--- config.mk ---
export PLATFORM = sky130hd
export DESIGN_NAME = tpsp_slave
export DESIGN_NICKNAME = d
export VERILOG_FILES = /design/src/design/tpsp_pkg.sv /design/src/design/tpsp_line_if.sv /design/src/design/tpsp_cond.sv /design/src/design/tpsp_slave.sv
export SDC_FILE = /design/constraint.sdc
export NUM_CORES = 1
export LEC_CHECK = 0
export BUFFER_PORTS_ARGS = -buffer_cell sky130_fd_sc_hd__buf_2
export CORE_MARGIN = 2
export CORE_UTILIZATION = 50
export DETAILED_ROUTE_END_ITERATION = 8
export PLACE_DENSITY = 0.75
export SLEW_MARGIN = 10
export SYNTH_ARGS = -nofsm -noshare
export SYNTH_HDL_FRONTEND = slang
export SYNTH_SLANG_ARGS = --single-unit
--- constraint.sdc ---
create_clock -name ref_clk -period 1.1 [get_ports ref_clk]
set_input_delay 0.11 -clock ref_clk [delete_from_list [all_inputs] [get_ports ref_clk]]
set_output_delay 0.11 -clock ref_clk [all_outputs]
set_load 0.005 [all_outputs]
--- src/design/tpsp_pkg.sv ---
`default_nettype none
package tpsp_pkg;
  localparam logic [2:0] TPSP_ADDR_HI      = 3'h3;
  localparam int         TPSP_CFG_ADDR_MSB = 7;
  localparam int         TPSP_CFG_ADDR_LSB = 4;
  localparam int         TPSP_CLK_HZ       = 25000000;
  localparam int         TPSP_SYNC_STAGES  = 2;

  typedef enum logic [5:0] {
    TPSP_IDLE  = 6'h01,
    TPSP_ADDR  = 6'h02,
    TPSP_AACK  = 6'h04,
    TPSP_WRX   = 6'h08,
    TPSP_RTX   = 6'h10,
    TPSP_DACK  = 6'h20
  } tpsp_state_t;
endpackage
`default_nettype wire

--- src/design/tpsp_line_if.sv ---
`timescale 1ns/1ps
`default_nettype none
interface tpsp_line_if;
  logic scl;
  logic sda;
  logic scl_rise;
  logic scl_fall;
  logic start_det;
  logic stop_det;
  modport cond (output scl, output sda, output scl_rise, output scl_fall,
                output start_det, output stop_det);
  modport core (input scl, input sda, input scl_rise, input scl_fall,
                input start_det, input stop_det);
endinterface
`default_nettype wire

--- src/design/tpsp_cond.sv ---
`timescale 1ns/1ps
`default_nettype none
module tpsp_cond
  import tpsp_pkg::*;
(
  input  wire logic   clk,      // System clock.
  input  wire logic   rst_n,    // Synchronised reset, active low.
  input  wire logic   scl_s,    // Synchronised link clock level.
  input  wire logic   sda_s,    // Synchronised data level.
  tpsp_line_if.cond   line      // Edge and condition events.
);
  logic scl_d_r;
  logic sda_d_r;

  always_ff @(posedge clk or negedge rst_n)
  begin
    if (!rst_n)
    begin
      scl_d_r <= 1'b1;
      sda_d_r <= 1'b1;
    end
    else
    begin
      scl_d_r <= scl_s;
      sda_d_r <= sda_s;
    end
  end

  assign line.scl       = scl_s;
  assign line.sda       = sda_s;
  assign line.scl_rise  = scl_s & ~scl_d_r;
  assign line.scl_fall  = ~scl_s & scl_d_r;
  assign line.start_det = scl_s & scl_d_r & sda_d_r & ~sda_s;
  assign line.stop_det  = scl_s & scl_d_r & ~sda_d_r & sda_s;
endmodule
`default_nettype wire

--- src/design/tpsp_slave.sv ---
`timescale 1ns/1ps
`default_nettype none
module tpsp_slave
  import tpsp_pkg::*;
(
  input  wire logic       ref_clk,        // System clock, 25 MHz.
  input  wire logic       resetn,         // Asynchronous reset, active low.
  input  wire logic [7:0] slave_addr_config_reg, // Configuration register value.
  input  wire logic       scl_i,          // Link clock from the master.
  input  wire logic       sda_i,          // Data line level.
  output logic            sda_o,          // Data line drive value, always low.
  output logic            sda_oe,         // High while pulling data low.
  input  wire logic [7:0] tx_data,        // Byte to send on a read.
  output logic            tx_req,         // Pulse: tx_data is taken now.
  output logic [7:0]      rx_data,        // Last written byte.
  output logic            rx_valid,       // Pulse: rx_data is new.
  output logic            pkt_start,      // Pulse: addressed packet begins.
  output logic            pkt_end,        // Pulse: addressed packet ends.
  output logic            busy            // Level: packet addressed to us open.
);
  logic [1:0] rst_sync_r;
  logic       rst_n;
  logic [TPSP_SYNC_STAGES-1:0] scl_sync_r;
  logic [TPSP_SYNC_STAGES-1:0] sda_sync_r;

  always_ff @(posedge ref_clk or negedge resetn)
  begin
    if (!resetn)
      rst_sync_r <= 2'h0;
    else
      rst_sync_r <= {rst_sync_r[0], 1'b1};
  end
  assign rst_n = rst_sync_r[1];

  always_ff @(posedge ref_clk or negedge rst_n)
  begin
    if (!rst_n)
    begin
      scl_sync_r <= '1;
      sda_sync_r <= '1;
    end
    else
    begin
      scl_sync_r <= {scl_sync_r[TPSP_SYNC_STAGES-2:0], scl_i};
      sda_sync_r <= {sda_sync_r[TPSP_SYNC_STAGES-2:0], sda_i};
    end
  end

  tpsp_line_if line ();

  tpsp_cond u_cond (
    .clk   (ref_clk),
    .rst_n (rst_n),
    .scl_s (scl_sync_r[TPSP_SYNC_STAGES-1]),
    .sda_s (sda_sync_r[TPSP_SYNC_STAGES-1]),
    .line  (line.cond)
  );

  // ---------------------------------------------------------------
  // Byte engine
  // ---------------------------------------------------------------
  tpsp_state_t state_r;
  tpsp_state_t state_nxt;
  logic [7:0]  shift_r;
  logic [7:0]  shift_nxt;
  logic [3:0]  bit_cnt_r;
  logic [3:0]  bit_cnt_nxt;
  logic        drive_r;
  logic        drive_nxt;
  logic        read_r;
  logic        read_nxt;
  logic        busy_r;
  logic        busy_nxt;
  logic        master_nack_r;
  logic        master_nack_nxt;
  logic [7:0]  rx_data_nxt;
  logic        rx_valid_nxt;
  logic        tx_req_nxt;
  logic        pkt_start_nxt;
  logic        pkt_end_nxt;
  logic [6:0]  own_addr;
  logic        addr_hit;
  logic        byte_done;

  assign own_addr  = {TPSP_ADDR_HI,
                      slave_addr_config_reg[TPSP_CFG_ADDR_MSB:TPSP_CFG_ADDR_LSB]};
  assign addr_hit  = (shift_r[7:1] == own_addr);
  assign byte_done = line.scl_fall && (bit_cnt_r == 4'h8);

  always_comb
  begin
    state_nxt       = state_r;
    shift_nxt       = shift_r;
    bit_cnt_nxt     = bit_cnt_r;
    drive_nxt       = drive_r;
    read_nxt        = read_r;
    busy_nxt        = busy_r;
    master_nack_nxt = master_nack_r;
    rx_data_nxt     = rx_data;
    rx_valid_nxt    = 1'b0;
    tx_req_nxt      = 1'b0;
    pkt_start_nxt   = 1'b0;
    pkt_end_nxt     = 1'b0;
    if (line.start_det)
    begin
      // A repeated start closes any open packet and starts receiving the next address.
      pkt_end_nxt = busy_r;
      busy_nxt    = 1'b0;
      drive_nxt   = 1'b0;
      bit_cnt_nxt = 4'h0;
      state_nxt   = TPSP_ADDR;
    end
    else if (line.stop_det)
    begin
      pkt_end_nxt = busy_r;
      busy_nxt    = 1'b0;
      drive_nxt   = 1'b0;
      state_nxt   = TPSP_IDLE;
    end
    else
    begin
      unique case (state_r)
        TPSP_IDLE:
          drive_nxt = 1'b0;
        TPSP_ADDR, TPSP_WRX:
        begin
          if (line.scl_rise && bit_cnt_r < 4'h8)
          begin
            shift_nxt   = {shift_r[6:0], line.sda};
            bit_cnt_nxt = bit_cnt_r + 4'h1;
          end
          if (byte_done)
          begin
            bit_cnt_nxt = 4'h0;
            if (state_r == TPSP_WRX)
            begin
              rx_data_nxt  = shift_r;
              rx_valid_nxt = 1'b1;
              drive_nxt    = 1'b1;
              state_nxt    = TPSP_AACK;
            end
            else if (addr_hit)
            begin
              read_nxt      = shift_r[0];
              busy_nxt      = 1'b1;
              pkt_start_nxt = 1'b1;
              drive_nxt     = 1'b1;
              state_nxt     = TPSP_AACK;
            end
            else
              state_nxt = TPSP_IDLE;
          end
        end
        TPSP_AACK:
          if (line.scl_fall)
          begin
            bit_cnt_nxt = 4'h0;
            if (read_r)
            begin
              shift_nxt  = {tx_data[6:0], 1'b0};
              drive_nxt  = ~tx_data[7];
              tx_req_nxt = 1'b1;
              state_nxt  = TPSP_RTX;
            end
            else
            begin
              drive_nxt = 1'b0;
              state_nxt = TPSP_WRX;
            end
          end
        TPSP_RTX:
        begin
          if (line.scl_rise)
            bit_cnt_nxt = bit_cnt_r + 4'h1;
          if (line.scl_fall)
          begin
            if (bit_cnt_r == 4'h8)
            begin
              drive_nxt = 1'b0;
              state_nxt = TPSP_DACK;
            end
            else
            begin
              drive_nxt = ~shift_r[7];
              shift_nxt = {shift_r[6:0], 1'b0};
            end
          end
        end
        TPSP_DACK:
        begin
          if (line.scl_rise)
            master_nack_nxt = line.sda;
          if (line.scl_fall)
          begin
            if (master_nack_r)
              state_nxt = TPSP_IDLE;
            else
            begin
              shift_nxt  = {tx_data[6:0], 1'b0};
              drive_nxt  = ~tx_data[7];
              tx_req_nxt = 1'b1;
              bit_cnt_nxt = 4'h0;
              state_nxt  = TPSP_RTX;
            end
          end
        end
      endcase
    end
  end

  always_ff @(posedge ref_clk or negedge rst_n)
  begin
    if (!rst_n)
    begin
      state_r       <= TPSP_IDLE;
      shift_r       <= 8'h00;
      bit_cnt_r     <= 4'h0;
      drive_r       <= 1'b0;
      read_r        <= 1'b0;
      busy_r        <= 1'b0;
      master_nack_r <= 1'b0;
      rx_data       <= 8'h00;
      rx_valid      <= 1'b0;
      tx_req        <= 1'b0;
      pkt_start     <= 1'b0;
      pkt_end       <= 1'b0;
    end
    else
    begin
      state_r       <= state_nxt;
      shift_r       <= shift_nxt;
      bit_cnt_r     <= bit_cnt_nxt;
      drive_r       <= drive_nxt;
      read_r        <= read_nxt;
      busy_r        <= busy_nxt;
      master_nack_r <= master_nack_nxt;
      rx_data       <= rx_data_nxt;
      rx_valid      <= rx_valid_nxt;
      tx_req        <= tx_req_nxt;
      pkt_start     <= pkt_start_nxt;
      pkt_end       <= pkt_end_nxt;
    end
  end

  // The port never drives the clock and only ever pulls data low.
  assign sda_o  = 1'b0;
  assign sda_oe = drive_r;
  assign busy   = busy_r;
endmodule
`default_nettype wire

After elaboration in Yosys (flattened, before gate mapping). Cells that the tools add are included. Widths: inputs -> output; s select.

Output and inout port bits: 15. Bits in registers: 42. Logic and storage cells: 147. Input port bits: 20.

Eq/ne operators: 29. Bitwise gates (word level): 16. Reductions and logical operators: 17. Magnitude comparators: 1. Add/sub/neg operators: 1. Multiplexer cells: 66.

Operators with widths (count): $mux 8 (7); $mux 6 (7); $mux 1 (35); $mux 4 (8); $pmux 8 s4 (1); $ne 4x4->1 const B (7); $pmux 6 s4 (1); $reduce_and 6->1 (3); $ne 2x2->1 const B (8); $pmux 4 s4 (1); $ne 3x3->1 const B (5); $mux 5 (2); $reduce_and 10->1 (1); $not 1->1 (9); $reduce_bool 3->1 (3); $reduce_and 4->1 (2); $and 1x1->1 (7); $eq 7x6->1 (1); $reduce_and 7->1 (1); $eq 6x1->1 const B (1); $eq 6x2->1 const B (1); $eq 6x3->1 const B (1); $eq 6x4->1 const B (1); $eq 6x5->1 const B (1); other kinds (14) (16).

Longest topological paths before layout.
Depth in word-level cells: 8. Mapped depth: 8. Gate-level depth less buffers: 8.

Cells and area by module. A second synthesis with hierarchy kept.

Cell total of the unflattened synthesis: 205. Area, all modules: 2262.2 um^2.

By module, submodules not included: tpsp_slave (times used 1, area each 2162.1 um^2, cells each 197); tpsp_cond (times used 1, area each 100.1 um^2, cells each 8).

Least setup slack after synthesis. Ideal clock, no wire load.

Kind: register to register. From: register state_r[5]. To: register shift_r[1]. Arrival: 2186 ps. Cell stages (with the launch flop): 7. Buffers on the path: 1. Setup slack: -1211 ps. Setup time: 125 ps. Clock period less this slack: 2311 ps. Data required time: 975 ps. Cells stage by stage: dfrtp_1 -> buf_6 -> or4_4 -> nor2_4 -> or4b_4 -> a21oi_4 -> mux2_2.

Word-level cells in the longest chain between the ends: 4. Elaborated cells between the ends (all ways): 16.

Ends and longest elaborated chain: start: declaration (line tpsp_slave.sv:62) `tpsp_state_t state_r;`; start signal: assignment (line tpsp_slave.sv:230) `state_r <= state_nxt;`; $eq 6x4->1 or $eq 6x2->1 (tied branches) (line tpsp_slave.sv:122) `unique case (state_r)`; $reduce_or 2->1 (line tpsp_slave.sv:122); $reduce_bool 4->1 (no line) or $ne 2x2->1 (tied branches); $reduce_and 10->1 (no line); end signal: assignment (line tpsp_slave.sv:231) `shift_r <= shift_nxt;`; end: declaration (line tpsp_slave.sv:64) `logic [7:0] shift_r;`.

Parallel ways exist; a longest one is shown, timed or not. A chain may end at the register's enable or synchronous reset.

Final worst setup path.
From: register state_r[2]. To: register shift_r[7].

The elaborated chain is that of the path after synthesis.

==> impl_metrics.toml <==
[status]
status = "finished with violations"
violations = "setup timing"

[timing]
hold_viol = 0
rsz0062_at_grt = "true"
skew_ns = 0.0112
setup_viol = 34
fin_ws_ns = -1.41
tightest_slew_ns = 0.503
maxSlewHeadroom_pct = 66.1
hold_slack_ns = 0.132
slew_violations = 0
min_period_ns = 2.51
max_freq_ghz = 0.398
period_share_pct = 228
finalSetupTns_ns = -33.08

[worst_setup_path]
path_buf_inv = 2
cp.arrival_ns = 2.72
reg2reg_depth = 7
r2r-end = "shift_r[7]"
cp_max_fo = 8
r2r-start = "state_r[2]"
required_ns = 1.31
crit_type = "flip-flop to flip-flop"
endpoint_kind = "flip-flop"
path_cells = "buf_6, or4_4, nor2_4, or4b_4, a21oi_4, buf_12, mux2_4"
slowest_delay_ns = 0.56
cp_top_family = "simple AND/OR/NAND/NOR gates"
cp-start-kind = "flip-flop"
crit_slowest_cell = "or4_4"
r2r_slack_ns = -1.41

[synthesis]
synth_warnings = 0
synth_fp_nets = 217
ys_top_cells_by_area = "dfrtp_1, mux2_2, dfstp_2, nand2_1, o21ai_0"
yosysTopAreaCell = "dfrtp_1"
syn_area_per_cell_um2 = 11.0
synth_top_area_share_pct = 41.0
synth.most_common_cell = "dfrtp_1"
synth-edff-count = 0
synthesis.instances = 195
synthFlopType = "dfrtp_1"
yosys-top-cells-count = "dfrtp_1, mux2_2, nand2_1"
netlist_area_um2 = 2140
synth_seq_cells = 42
synth-async-reset-ratio_pct = 100
ys_seq_area_share_pct = 49.6
ys_types = 49

[route]
drc = 0
drt_iter0_drc = 335
vias = 2315
routed_wl_um = 9550
dr.pass1.iters = 5
wl_per_cell_um = 26.2
antenna_left = 0
viasPerCell = 6.36

[global_route]
globalRouteMet1Util_pct = 38.8
grt_overflow = 0
grt_busiest_layer = "met2"
grt_pass1_vias = 2340
grt_first_pass_wirelength_um = 12500
use_met3_pct = 8.43
antenna_found_initial = 0
grt_max_degree = 41
grtUsageMet2_pct = 57.8
globalRouteTotalUtil_pct = 34.6

[min_path]
hp-class = "input pin to asynchronous set/reset pin"

[cells_and_area]
diodes = 0
n_fill_cell = 158
seqCellArea_um2 = 1060
area_growth_pct = 66.3
multiInputGateArea_um2 = 1340
layout.nets = 335
drive_above_1_share_pct = 65.0
fin_area_um2 = 3550

[power]
netSwitchingPower_uw = 2500
power_density_nw_per_um2 = 1910
power_frac_clock_pct = 20.2
switching_share_pct = 36.7
comb_power_share_pct = 49.6
power.leakage_uw = 0.00177
ir_worst_vdd_mv = 1.92
intPower_uw = 4300
seqPwrFrac_pct = 30.2

[floorplanning]
rows = 23
die_y_um = 69.4
start_util_pct = 52.6
io_pins = 35
fp.dieW_um = 69.4
core_area_um2 = 4060
die_area_um2 = 4810

[run]
drv_cap = 0

[place]
place_area_um2 = 2870
portBuffers = 29
place_congestion = 0.980
dp_hpwl_um = 4180
dp_slack_ns = -1.20

[clock_tree]
cts_buffers = 5
cts.sinks = 42
cts-root-buf = "clkbuf_8"
cts_tree = "built"
insertion_delay_ns = 0.32
path_clk_slew_ns = 0.10
clockBufferDepth = 2
htreeDepth = 2
-- state kept, by name (all words and copies together), names as in the netlist, 2 cells and up --
name,cells
bit_cnt_r,4
rst_sync_r,2
rx_data,8
scl_sync_r,2
sda_sync_r,2
shift_r,8
state_r,6
-- placed cells by master, fill, tap and decap left out, types with 4 or more instances in the layout --
cell	instances
buf_4	60
dfrtp_1	33
buf_2	29
buf_6	24
nand2_1	16
mux2_4	15
o21ai_2	7
mux2_2	7
dfstp_2	7
nand3_1	5
nor2_4	5
inv_1	5
clkbuf_8	5
xor2_1	4
nand2b_1	4
a21o_1	4
o31ai_2	4
-- cell families after synthesis --
family	share of synthesized area (%)
xor+xnor	2.87
compound gates	13.2
fa+ha+maj	1.17
simple gates	17.3
mux	12.1
buf+inv	3.40
other cells	0.352
flops	49.6
-- worst register-to-register path, stage by stage (launching register included) --
cell and delay [ns]:
dfrtp_1 0.41, buf_6 0.12, or4_4 0.56, nor2_4 0.16, or4b_4 0.51, a21oi_4 0.16
buf_12 0.16, mux2_4 0.32
-- per-stage QoR --
stage                     cells  power (uW)  utilization, %
after floorplan             195        2990               -
after global placement      332        3830            70.8
after detailed placement    332        3930            70.8
after CTS                   351        5590            80.8
after global routing        364        7000            87.5
final                       364        6800            87.5
-- final cells by class --
type / count / area share [%]
inverter: 8 / 0.846
clock buffer: 5 / 1.94
timing repair buffer: 118 / 26.4
clock inverter: 3 / 1.37
sequential: 42 / 29.9
tap: 50 / 1.76
multi-input combinational: 138 / 37.8
-- power groups by stage --
stage | registers (uW) | clock network [uW] | logic [uW]
floorplan | 2070 | 0 | 924
global placement | 2000 | 0 | 1830
detailed placement | 2010 | 0 | 1920
CTS | 1990 | 1290 | 2320
global route | 2070 | 1440 | 3490
finish | 2050 | 1370 | 3370
-- worst max-delay path by stage --
stage | start | cells past startpoint | slack, ns | endpoint
5_1_grt | state_r[2] | 7 | -1.44 | shift_r[7]
3_5_place_dp | state_r[0] | 5 | -1.20 | shift_r[2]
4_1_cts | state_r[0] | 6 | -1.17 | shift_r[5]
3_3_place_gp | state_r[0] | 5 | -1.13 | shift_r[2]
6_report | state_r[2] | 7 | -1.41 | shift_r[7]
2_1_floorplan | state_r[5] | 6 | -1.19 | shift_r[1]
-- routing by layer --
metal	part of all wire, %	vias to the layer above	wire length (um)
li1	-	940	-
met3	9.5	52	909
met1	37	1139	3560
met5	0	-	0
met4	6.6	0	627
met2	47	184	4450
-- timing repair --
item,in CTS,in global routing
cloned,2,0
pin swaps,17,20
buffers inserted,8,16
endpoints found under the setup margin,34,34
hold buffers,3,0
hold endpoints to repair,4,0
gates resized for setup,48,47
Note: power is estimated with default switching activity, not from simulation.
